==> src/mpwm_pkg.sv <==
// Shared constants, types and the register map of the motor PWM block.
// Assumes a 200 MHz system clock and pre-sampled converter codes.
package mpwm_pkg;

    // System clock
    localparam int unsigned CLK_HZ = 200_000_000;
    localparam int unsigned CLK_PERIOD_NS = 5;

    // PWM carrier, chosen in the middle of the 15 to 16 kHz band
    localparam int unsigned PWM_FREQ_HZ = 15_500;
    localparam int unsigned PWM_PERIOD_CYC = CLK_HZ / PWM_FREQ_HZ;

    // Dead time, a least time, so it rounds up
    localparam int unsigned DEAD_TIME_NS = 2000;
    localparam int unsigned DEAD_CYC =
        (DEAD_TIME_NS + CLK_PERIOD_NS - 1) / CLK_PERIOD_NS;

    // Converter code widths
    localparam int unsigned ADC_W = 12;

    // Speed setpoint: full scale 4000 mV over 4096 codes
    localparam int unsigned SPEED_FULL_MV = 4000;
    localparam int unsigned RUN_MV = 400;
    localparam logic [11:0] RUN_CODE =
        12'((RUN_MV * 4096) / SPEED_FULL_MV);

    // Bus voltage code is 1 V per count
    localparam logic [11:0] OV_TRIP_CODE = 12'h1B8;
    localparam logic [11:0] OV_RELEASE_CODE = 12'h17C;

    // Phase current code is 10 mA per count
    localparam logic [11:0] SC_CODE = 12'h0C8;
    localparam logic [11:0] CBC_CODE = 12'h096;

    // Module temperature code is 1 degree C per count
    localparam logic [11:0] OT_CODE = 12'h064;

    // Register byte offsets
    localparam logic [4:0] REG_CTRL = 5'h00;
    localparam logic [4:0] REG_STATUS = 5'h04;
    localparam logic [4:0] REG_IRQ_STS = 5'h08;
    localparam logic [4:0] REG_IRQ_MASK = 5'h0C;
    localparam logic [4:0] REG_STEP_DIV = 5'h10;
    localparam logic [4:0] REG_DUTY = 5'h14;

    // Reset values
    localparam logic [31:0] CTRL_RST = 32'h0000_0001;
    localparam logic [15:0] STEP_DIV_RST = 16'h0010;
    localparam logic [3:0] IRQ_MASK_RST = 4'h0;

    // Interrupt bit positions
    localparam int unsigned IRQ_OV = 0;
    localparam int unsigned IRQ_SC = 1;
    localparam int unsigned IRQ_OT = 2;
    localparam int unsigned IRQ_CBC = 3;

    // Gate drive bundle, index 0 is U, 1 is V, 2 is W
    typedef struct packed {
        logic [2:0] hs;
        logic [2:0] ls;
    } mpwm_gate_type;

    // Drive state
    typedef enum logic [2:0] {
        ST_STOP = 3'b001,
        ST_RUN = 3'b010,
        ST_FAULT = 3'b100
    } mpwm_state_type;

endpackage : mpwm_pkg

==> src/mpwm_top.sv <==
// Three-phase PWM drive with run, direction, speed and trips.
// Assumes all pins and converter codes are synchronous to sys_clk
// and that the codes are refreshed by an external sampler.
// Notes on behaviour
// - Run input on starts drive at setpoint speed
// - Run input off forces all six gates off
// - Direction high is forward, low is reverse
// - Forward fires U,V,W; reverse fires W,V,U
// - Higher setpoint gives larger duty ratio
// - Run only when setpoint reaches 0.4 V
// - Carrier frequency between 15 and 16 kHz
// - Two microsecond dead time both edge directions
// - Over-voltage trips above 440, releases below 380
// - Short-circuit trips above 2.0 A
// - Current above 1.5 A ends pulse this cycle
// - Over-temperature trips at 100 degrees
//
// The Avalon-MM interface to the registers and the register addresses were chosen for this implementation.
module mpwm_top
    import mpwm_pkg::*;
#(
    parameter int unsigned PERIOD = PWM_PERIOD_CYC
) (
    input wire logic sys_clk,
    input wire logic rst_b,
    input wire logic [4:0] avs_address,
    input wire logic avs_read,
    input wire logic avs_write,
    input wire logic [31:0] avs_writedata,
    input wire logic [3:0] avs_byteenable,
    output logic [31:0] avs_readdata,
    output logic avs_waitrequest,
    input wire logic run_input_pin,
    input wire logic direction_input_pin,
    input wire logic [ADC_W-1:0] speed_sense_channel,
    input wire logic [11:0] bus_volt_code,
    input wire logic [11:0] phase_current_code,
    input wire logic [11:0] module_temp_code,
    output mpwm_gate_type gate,
    output logic fault_flag,
    output logic irq
);

    localparam int unsigned CW = $clog2(PERIOD);
    localparam int PERIOD_LAST = PERIOD - 1;

    // Carrier and duty
    logic [CW-1:0] cnt;              // Carrier position
    logic [CW-1:0] next_cnt;
    logic [CW-1:0] duty;             // Compare value this period
    logic [CW-1:0] next_duty;
    logic [ADC_W+CW-1:0] duty_prod;  // Setpoint times period
    logic period_start;
    logic cut;                       // Pulse ended by current limit
    logic next_cut;
    logic cbc_over;
    logic pwm_on;

    // Commutation
    logic [15:0] step_cnt;           // Periods spent in this step
    logic [15:0] next_step_cnt;
    logic [1:0] step;                // Active phase index
    logic [1:0] next_step;
    logic step_adv;

    // Trips and drive state
    logic ov_trip;                   // Over-voltage, hysteretic
    logic next_ov;
    logic sc_trip;                   // Short circuit, latched
    logic next_sc;
    logic ot_trip;                   // Over-temperature, level
    logic next_ot;
    logic fault_now;
    logic run_ok;
    mpwm_state_type state;
    mpwm_state_type next_state;
    logic next_fault_flag;

    // Register file and bus
    logic drive_enable;              // Software run permission
    logic [15:0] step_div;
    logic [3:0] irq_sts;
    logic [3:0] irq_mask;
    logic next_drive_enable;
    logic [15:0] next_step_div;
    logic [3:0] next_irq_sts;
    logic [3:0] next_irq_mask;
    logic [3:0] irq_ev;
    logic next_irq;
    logic next_wait;
    logic [31:0] next_rdata;
    logic [31:0] lane;               // Byte enables as a bit mask
    logic wr_fire;
    logic [2:0] drive_en;

    // Carrier counter sets the period in clocks
    assign period_start = (cnt == CW'(PERIOD_LAST));
    assign duty_prod = speed_sense_channel * CW'(PERIOD);
    assign cbc_over = (phase_current_code > CBC_CODE);
    assign pwm_on = (cnt < duty) && !cut && !cbc_over;

    always_comb begin
        next_cnt = period_start ? '0 : cnt + CW'(1);
        // Duty scales with the setpoint, updated once per period
        next_duty = period_start ? duty_prod[ADC_W+CW-1:ADC_W] : duty;
        // Limit holds to period end; a new over still wins then
        next_cut = period_start ? cbc_over : (cut || cbc_over);
    end

    always_ff @(posedge sys_clk) begin
        if (!rst_b) begin
            cnt <= '0;
            duty <= '0;
            cut <= 1'b0;
        end else begin
            cnt <= next_cnt;
            duty <= next_duty;
            cut <= next_cut;
        end
    end

    // Step through the phases; direction picks the order
    assign step_adv = period_start && (step_cnt >= step_div);
    always_comb begin
        next_step_cnt = step_adv ? 16'h0000
                      : (period_start ? step_cnt + 16'h0001 : step_cnt);
        next_step = step;
        if (step_adv) begin
            if (direction_input_pin) begin
                next_step = (step == 2'h2) ? 2'h0 : step + 2'h1;
            end else begin
                next_step = (step == 2'h0) ? 2'h2 : step - 2'h1;
            end
        end
    end

    always_ff @(posedge sys_clk) begin
        if (!rst_b) begin
            step_cnt <= '0;
            step <= 2'h0;
        end else begin
            step_cnt <= next_step_cnt;
            step <= next_step;
        end
    end

    // Protection trips and the drive state machine
    assign run_ok = run_input_pin && drive_enable &&
                    (speed_sense_channel >= RUN_CODE);
    always_comb begin
        next_ov = ov_trip;
        if (bus_volt_code > OV_TRIP_CODE) begin
            next_ov = 1'b1;
        end else if (bus_volt_code < OV_RELEASE_CODE) begin
            next_ov = 1'b0;
        end
        // Short circuit stays until the run input is turned off
        next_sc = (phase_current_code > SC_CODE) ||
                  (sc_trip && run_input_pin);
        next_ot = (module_temp_code >= OT_CODE);
        fault_now = ov_trip || sc_trip || ot_trip;
        next_fault_flag = fault_now;
        case (state)
            ST_STOP: next_state = fault_now ? ST_FAULT
                                : (run_ok ? ST_RUN : ST_STOP);
            ST_RUN: next_state = fault_now ? ST_FAULT
                               : (run_ok ? ST_RUN : ST_STOP);
            ST_FAULT: next_state = fault_now ? ST_FAULT : ST_STOP;
            default: next_state = ST_STOP;
        endcase
    end

    always_ff @(posedge sys_clk) begin
        if (!rst_b) begin
            ov_trip <= 1'b0;
            sc_trip <= 1'b0;
            ot_trip <= 1'b0;
            state <= ST_STOP;
            fault_flag <= 1'b0;
        end else begin
            ov_trip <= next_ov;
            sc_trip <= next_sc;
            ot_trip <= next_ot;
            state <= next_state;
            fault_flag <= next_fault_flag;
        end
    end

    // Only the active phase conducts, and only while running
    genvar gi;
    generate
        for (gi = 0; gi < 3; gi++) begin : g_leg
            assign drive_en[gi] = (state == ST_RUN) &&
                                  (step == 2'(gi));
            mpwm_phase #(
                .DEAD(DEAD_CYC)
            ) u_leg (
                .sys_clk(sys_clk),
                .rst_b(rst_b),
                .drive_en(drive_en[gi]),
                .pwm_on(pwm_on),
                .hs(gate.hs[gi]),
                .ls(gate.ls[gi])
            );
        end
    endgenerate

    // Avalon slave: one wait cycle, then the access completes.
    // Read data is prepared in the wait cycle so it stands on time.
    assign wr_fire = avs_write && !avs_waitrequest;
    assign lane = {{8{avs_byteenable[3]}}, {8{avs_byteenable[2]}},
                   {8{avs_byteenable[1]}}, {8{avs_byteenable[0]}}};
    assign irq_ev = {cbc_over && !cut, next_ot && !ot_trip,
                     next_sc && !sc_trip, next_ov && !ov_trip};

    always_comb begin
        next_wait = !((avs_read || avs_write) && avs_waitrequest);
        next_drive_enable = drive_enable;
        next_step_div = step_div;
        next_irq_mask = irq_mask;
        next_irq_sts = irq_sts;
        if (wr_fire) begin
            case (avs_address)
                REG_CTRL: begin
                    if (avs_byteenable[0]) begin
                        next_drive_enable = avs_writedata[0];
                    end
                end
                REG_IRQ_STS: begin
                    next_irq_sts = irq_sts & ~(avs_writedata[3:0] & lane[3:0]);
                end
                REG_IRQ_MASK: begin
                    next_irq_mask = (irq_mask & ~lane[3:0]) |
                                    (avs_writedata[3:0] & lane[3:0]);
                end
                REG_STEP_DIV: begin
                    next_step_div = (step_div & ~lane[15:0]) |
                                    (avs_writedata[15:0] & lane[15:0]);
                end
                default: begin
                end
            endcase
        end
        // New events win over a clear in the same cycle
        next_irq_sts = next_irq_sts | irq_ev;
        next_irq = |(irq_sts & irq_mask);
        next_rdata = avs_readdata;
        if (avs_read && avs_waitrequest) begin
            case (avs_address)
                REG_CTRL: next_rdata = {31'h0, drive_enable};
                REG_STATUS: next_rdata = {24'h0, step, state,
                                          fault_flag, direction_input_pin,
                                          run_input_pin};
                REG_IRQ_STS: next_rdata = {28'h0, irq_sts};
                REG_IRQ_MASK: next_rdata = {28'h0, irq_mask};
                REG_STEP_DIV: next_rdata = {16'h0, step_div};
                REG_DUTY: next_rdata = 32'(duty);
                default: next_rdata = 32'h0000_0000;
            endcase
        end
    end

    always_ff @(posedge sys_clk) begin
        if (!rst_b) begin
            avs_waitrequest <= 1'b1;
            avs_readdata <= 32'h0000_0000;
            drive_enable <= CTRL_RST[0];
            step_div <= STEP_DIV_RST;
            irq_mask <= IRQ_MASK_RST;
            irq_sts <= 4'h0;
            irq <= 1'b0;
        end else begin
            avs_waitrequest <= next_wait;
            avs_readdata <= next_rdata;
            drive_enable <= next_drive_enable;
            step_div <= next_step_div;
            irq_mask <= next_irq_mask;
            irq_sts <= next_irq_sts;
            irq <= next_irq;
        end
    end
endmodule : mpwm_top

==> src/mpwm_phase.sv <==
// One phase leg: complementary high and low gates with dead time.
// Assumes drive enable and PWM request are synchronous to sys_clk.
module mpwm_phase
    import mpwm_pkg::*;
#(
    parameter int unsigned DEAD = DEAD_CYC
) (
    input wire logic sys_clk,
    input wire logic rst_b,
    input wire logic drive_en,   // Leg may conduct
    input wire logic pwm_on,     // High side wanted
    output logic hs,             // High-side gate
    output logic ls              // Low-side gate
);

    localparam int unsigned GW = $clog2(DEAD + 1);

    logic [GW-1:0] gap;          // Cycles with both gates off
    logic [GW-1:0] next_gap;
    logic next_hs;
    logic next_ls;
    logic gap_done;

    assign gap_done = (gap >= GW'(DEAD));

    // A side turns off at once; the other waits the whole gap.
    // The gap is also served after reset, trading a little start
    // delay for never relying on the prior gate history.
    always_comb begin
        next_hs = 1'b0;
        next_ls = 1'b0;
        if (drive_en) begin
            if (pwm_on) begin
                next_hs = !ls && (hs || gap_done);
            end else begin
                next_ls = !hs && (ls || gap_done);
            end
        end
        if (next_hs || next_ls) begin
            next_gap = '0;
        end else if (gap_done) begin
            next_gap = gap;
        end else begin
            next_gap = gap + GW'(1);
        end
    end

    // Registers only
    always_ff @(posedge sys_clk) begin
        if (!rst_b) begin
            hs <= 1'b0;
            ls <= 1'b0;
            gap <= '0;
        end else begin
            hs <= next_hs;
            ls <= next_ls;
            gap <= next_gap;
        end
    end
endmodule : mpwm_phase

==> config.mk <==
export PLATFORM = sky130hd
export DESIGN_NAME = mpwm_top
export DESIGN_NICKNAME = d
export VERILOG_FILES = /design/src/mpwm_pkg.sv /design/src/mpwm_top.sv /design/src/mpwm_phase.sv
export SDC_FILE = /design/constraint.sdc
export NUM_CORES = 1
export LEC_CHECK = 0
export ABC_AREA = 0
export BUFFER_PORTS_ARGS = -buffer_cell sky130_fd_sc_hd__buf_2
export CORE_MARGIN = 2
export CORE_UTILIZATION = 55
export DETAILED_ROUTE_END_ITERATION = 12
export PLACE_DENSITY = 0.81
export RECOVER_POWER = 50
export REMOVE_ABC_BUFFERS = 1
export SETUP_SLACK_MARGIN = 0.2
export SYNTH_ARGS = -nofsm -noshare
export SYNTH_HDL_FRONTEND = slang
export SYNTH_HIERARCHICAL = 1
export SYNTH_SLANG_ARGS = --single-unit
==> constraint.sdc <==
create_clock -name sys_clk -period 14 [get_ports sys_clk]
set_clock_uncertainty 0.15 [all_clocks]
set_input_delay 0.7 -clock sys_clk [delete_from_list [all_inputs] [get_ports sys_clk]]
set_output_delay 0.7 -clock sys_clk [all_outputs]
set_load 0.1 [all_outputs]
==> results.txt <==
The share of final-layout standard cells stronger than drive strength 1 came out at 10.9%. In the finished design, the share of the clock period the worst path needs comes to 38.7%. The number of flip-flops and latches in the synthesized netlist came out at 130. The most used flip-flop cell after synthesis is sky130_fd_sc_hd__dfxtp_1.

The slowest stage of the critical path belongs to the cell sky130_fd_sc_hd__a311oi_1. The layout net count is 1467. Once the floorplan was initialized, standard cells occupied 56.3% of the core.

Of the synthesized area, sequential elements account for 26.7%. The area growth from synthesis to layout is 12.8%. The number of clock buffers added by TritonCTS is 17.

The source of the worst hold timing path is avs_waitrequest. The initial antenna violation count is 0. For this block, the initial DRC count from the detailed router was 586. The fraction of registers with async set or reset after synthesis came out at 0%.

The arrival time of data at the critical path endpoint is 5490 ps. The HPWL after detailed placement is 17.3 mm. The congestion estimate from routability-driven global placement came to 0.919. The number of instances in the synthesized netlist came out at 1102. The filler cell count in the final layout came out at 1417.

The kind of end point of the critical path is a flop. Summed over all layers, the routed wires come to 22.5 mm. The library cell with the largest summed area after synthesis is sky130_fd_sc_hd__dfxtp_1. The power per standard cell area is 136 nW/um^2. The global-route congestion overflow total came out at 0. The number of buffers inserted for hold repair after clock tree synthesis is 0.

The vertical die dimension is 137 um. The checks that failed: max-capacitance violations, max-slew violations. The worst register-to-register path begins at duty[1]. Setup violations remaining at the end of the flow were counted as 0.

The net switching power came out at 553 uW. The number of antenna diodes in the final layout is 0. The share of synthesized area in the top cell type comes to 26.7%. The max-slew violation count is 47. For the worst flop-to-flop path, the logic depth is 11.

The first detailed-routing pass took 5 iterations. The number of top-level pins is 136. The worst vdd rail ir drop came out at 0.000111 V. The signal on the critical path passes through buf_2 > inv_1 > ha_1 > fa_1 > inv_1 > fa_1 > inv_1 > fa_1 > fa_1 > inv_1 > ha_1 > nand2_1 > o31ai_1 > a311oi_1 > o21ai_0 > xnor2_1 > mux2i_1 > nor2_1. The number of clock sinks came out at 130. The post-CTS resize count is 0. Grouping stages by cell kind, the critical path spends the most delay in adder cells. The actual transition at the worst max-transition pin is 2020 ps. In this run the number of cells on the critical path is 18. The post-synth design cell area is 9730 sq um. The setup fix buffers added after clock tree synthesis came out at 0.

The number of different library cells in the post-synthesis netlist is 66. The largest stage delay on the critical path is 690 ps. The number of cells on the worst hold path is 1.

The class of the worst hold path is reg -> reg. The share of power burned in the clock network is 33.1%. The die is 137 um wide. The cell-internal power came out at 942 uW. The number of placed instances with taps included is 1400. In this run the standard cell core region covers 17300 sq um. The global-route wire length before repair is 36.4 mm.

The DRC violation count after routing came out at 0. Setup repair after global routing left no endpoint under its margin. The required time of the critical path is 14080 ps.

For this run, the number of Yosys warnings is 6. The share of total power in combinational logic came out at 41.2%. The via count came out at 8170. The launching instance or port of the critical path is speed_sense_channel[6]. The max-cap check violation count came out at 1. The synthesized design contains 0 enable-type register cells. The count of buffers inserted at the top-level ports is 99. The residual antenna-violating net count after detailed routing is 0. Entering global routing, the biggest net connects 47 pins. Each instance of the synthesized netlist takes up on average 8.83 sq um. The clock reaches the later pin of the worst-skew pair after 420 ps. The flow ran to the end, but the final reports show violations. TritonCTS built the clock tree.

The net switching fraction of the power is 37.0%. The worst setup path is launched from a primary input. The worst pin sits at a relative slew slack of -34.8%.

The sum of buffers and inverters on the critical path is 5. The final routed wire length divided by cell count came out at 15.7 um. For this run, the number of standard cells in the final layout without fillers is 1432. The leakage power figure came out at 0.00479 uW.

After detailed routing, the number of vias per cell comes to 5.71. The clock tree buffer depth came out at 2. The register clock-pin slew on the reported worst setup and hold paths is 60 ps. In the post-synthesis netlist, the biggest area contributors are sky130_fd_sc_hd__dfxtp_1, sky130_fd_sc_hd__ha_1, sky130_fd_sc_hd__fa_1, sky130_fd_sc_hd__inv_1, sky130_fd_sc_hd__nor2_1. The start-to-end type of the worst setup path is in -> reg. The number of H-tree branching levels is 4. The via count of the first global-routing pass was 7656. The overall die area is 18800 sq um. The upper clock frequency limit came out at 185 MHz. The master cell of the clock root buffer is sky130_fd_sc_hd__clkbuf_16. Global routing used 24.4% of the available tracks across all layers. Summed over all failing endpoints, the final setup total negative slack is 0 ps. The final critical-path required period came out at 5410 ps. After floorplanning, the core was divided into 48 placement rows. The count of endpoints failing hold in the final timing report is 0. The largest driver fanout on the critical path is 6. The part of the total power dissipated in sequential elements came out at 25.7%.
placed cells by master, fill, tap and decap left out, types with 4 or more instances in the layout:
master,instances
sky130_fd_sc_hd__o21ai_0,36
sky130_fd_sc_hd__a21o_1,7
sky130_fd_sc_hd__fa_1,47
sky130_fd_sc_hd__or4_1,7
sky130_fd_sc_hd__bufinv_16,5
sky130_fd_sc_hd__conb_1,16
sky130_fd_sc_hd__mux2i_1,29
sky130_fd_sc_hd__o22ai_1,14
sky130_fd_sc_hd__buf_2,71
sky130_fd_sc_hd__nor4_1,4
sky130_fd_sc_hd__nor2_1,93
sky130_fd_sc_hd__a21oi_1,44
sky130_fd_sc_hd__o31ai_1,13
sky130_fd_sc_hd__nor2_2,10
sky130_fd_sc_hd__and3_1,18
sky130_fd_sc_hd__a31oi_1,4
sky130_fd_sc_hd__nand4_1,25
sky130_fd_sc_hd__a211oi_1,28
sky130_fd_sc_hd__o21bai_1,6
sky130_fd_sc_hd__inv_1,155
sky130_fd_sc_hd__dfxtp_1,130
sky130_fd_sc_hd__a222oi_1,10
sky130_fd_sc_hd__and2_1,6
sky130_fd_sc_hd__ha_1,131
sky130_fd_sc_hd__xnor2_1,20
sky130_fd_sc_hd__nor3_1,13
sky130_fd_sc_hd__nor3b_1,4
sky130_fd_sc_hd__clkbuf_1,29
sky130_fd_sc_hd__clkbuf_16,17
sky130_fd_sc_hd__xor2_1,24
sky130_fd_sc_hd__a22oi_1,15
sky130_fd_sc_hd__nand2_1,64
sky130_fd_sc_hd__or3_1,18
sky130_fd_sc_hd__nand2b_1,7
sky130_fd_sc_hd__nand3_1,20
sky130_fd_sc_hd__nor2b_1,5
metal layers:
metal  up-vias  part of all wire, %  GRT usage (%)
li1       3978                    -              -
met1      3922                   43           30.9
met2       233                   49           41.8
met3        37                  5.5           4.04
met4         0                  2.1           8.48
met5         -                    0              0
power groups by stage:
stage,registers (uW),clock network (uW),logic [uW]
2_1_floorplan,393,0,460
3_3_place_gp,391,0,600
3_5_place_dp,391,0,608
4_1_cts,383,500,612
5_1_grt,384,518,700
6_report,383,495,616
final cells by class:
class	instances	area, sq um	share of cell area (%)
Sequential cell	130	2600	23.7
Multi-Input combinational cell	785	6350	57.8
Clock buffer	20	467	4.25
Tap cell	225	282	2.56
Clock inverter	12	204	1.86
Timing Repair Buffer	102	479	4.37
Inverter	158	593	5.40
path summary, 6_finish.rpt:
path	end	slack [ps]
setup / recovery	duty[5]	8590
hold / removal	avs_waitrequest	290
hold reg to reg	avs_waitrequest	290
setup reg to reg	g_leg[1].u_leg/gap[0]	10490
metrics by stage:
stage | power, uW | instance area [sq um] | util, % | worst slack (ps) | hold slack [ps]
2_1_floorplan | 852 | 9540 | - | 9000 | 298
3_3_place_gp | 991 | 10300 | 59.8 | 8270 | 272
3_5_place_dp | 999 | 10300 | 59.8 | 8200 | 283
4_1_cts | 1500 | 11000 | 63.7 | 8630 | 295
5_1_grt | 1600 | 11000 | 63.5 | 8300 | 324
6_report | 1490 | 11000 | 63.5 | 8590 | 294
synth_stat cells (4+ instances only):
master and count:
sky130_fd_sc_hd__a211oi_1 28, sky130_fd_sc_hd__a21o_1 7, sky130_fd_sc_hd__a21oi_1 44, sky130_fd_sc_hd__a222oi_1 10, sky130_fd_sc_hd__a22oi_1 15, sky130_fd_sc_hd__a31oi_1 4
sky130_fd_sc_hd__and2_1 6, sky130_fd_sc_hd__and3_1 18, sky130_fd_sc_hd__buf_4 16, sky130_fd_sc_hd__clkbuf_1 24, sky130_fd_sc_hd__dfxtp_1 130, sky130_fd_sc_hd__fa_1 47
sky130_fd_sc_hd__ha_1 131, sky130_fd_sc_hd__inv_1 155, sky130_fd_sc_hd__mux2i_1 29, sky130_fd_sc_hd__nand2_1 64, sky130_fd_sc_hd__nand2b_1 7, sky130_fd_sc_hd__nand3_1 20
sky130_fd_sc_hd__nand4_1 25, sky130_fd_sc_hd__nor2_1 93, sky130_fd_sc_hd__nor2_2 10, sky130_fd_sc_hd__nor2b_1 5, sky130_fd_sc_hd__nor3_1 13, sky130_fd_sc_hd__nor3b_1 4
sky130_fd_sc_hd__nor4_1 4, sky130_fd_sc_hd__o21ai_0 36, sky130_fd_sc_hd__o21bai_1 6, sky130_fd_sc_hd__o22ai_1 14, sky130_fd_sc_hd__o31ai_1 13, sky130_fd_sc_hd__or3_1 18
sky130_fd_sc_hd__or4_1 7, sky130_fd_sc_hd__xnor2_1 20, sky130_fd_sc_hd__xor2_1 24
logic make-up after synthesis:
kind of cell | Yosys count | share of synthesized area, %
XOR/XNOR | 44 | 3.96
AND/OR/NAND/NOR | 310 | 16.2
AO/OA/AOI/OAI | 208 | 14.9
adder cells (fa/ha/maj) | 178 | 26.5
flip-flops | 130 | 26.7
buffers and inverters | 202 | 8.61
multiplexers | 29 | 2.98
other | 1 | 0.0385
No activity file was read; power rests on OpenSTA's default activity.
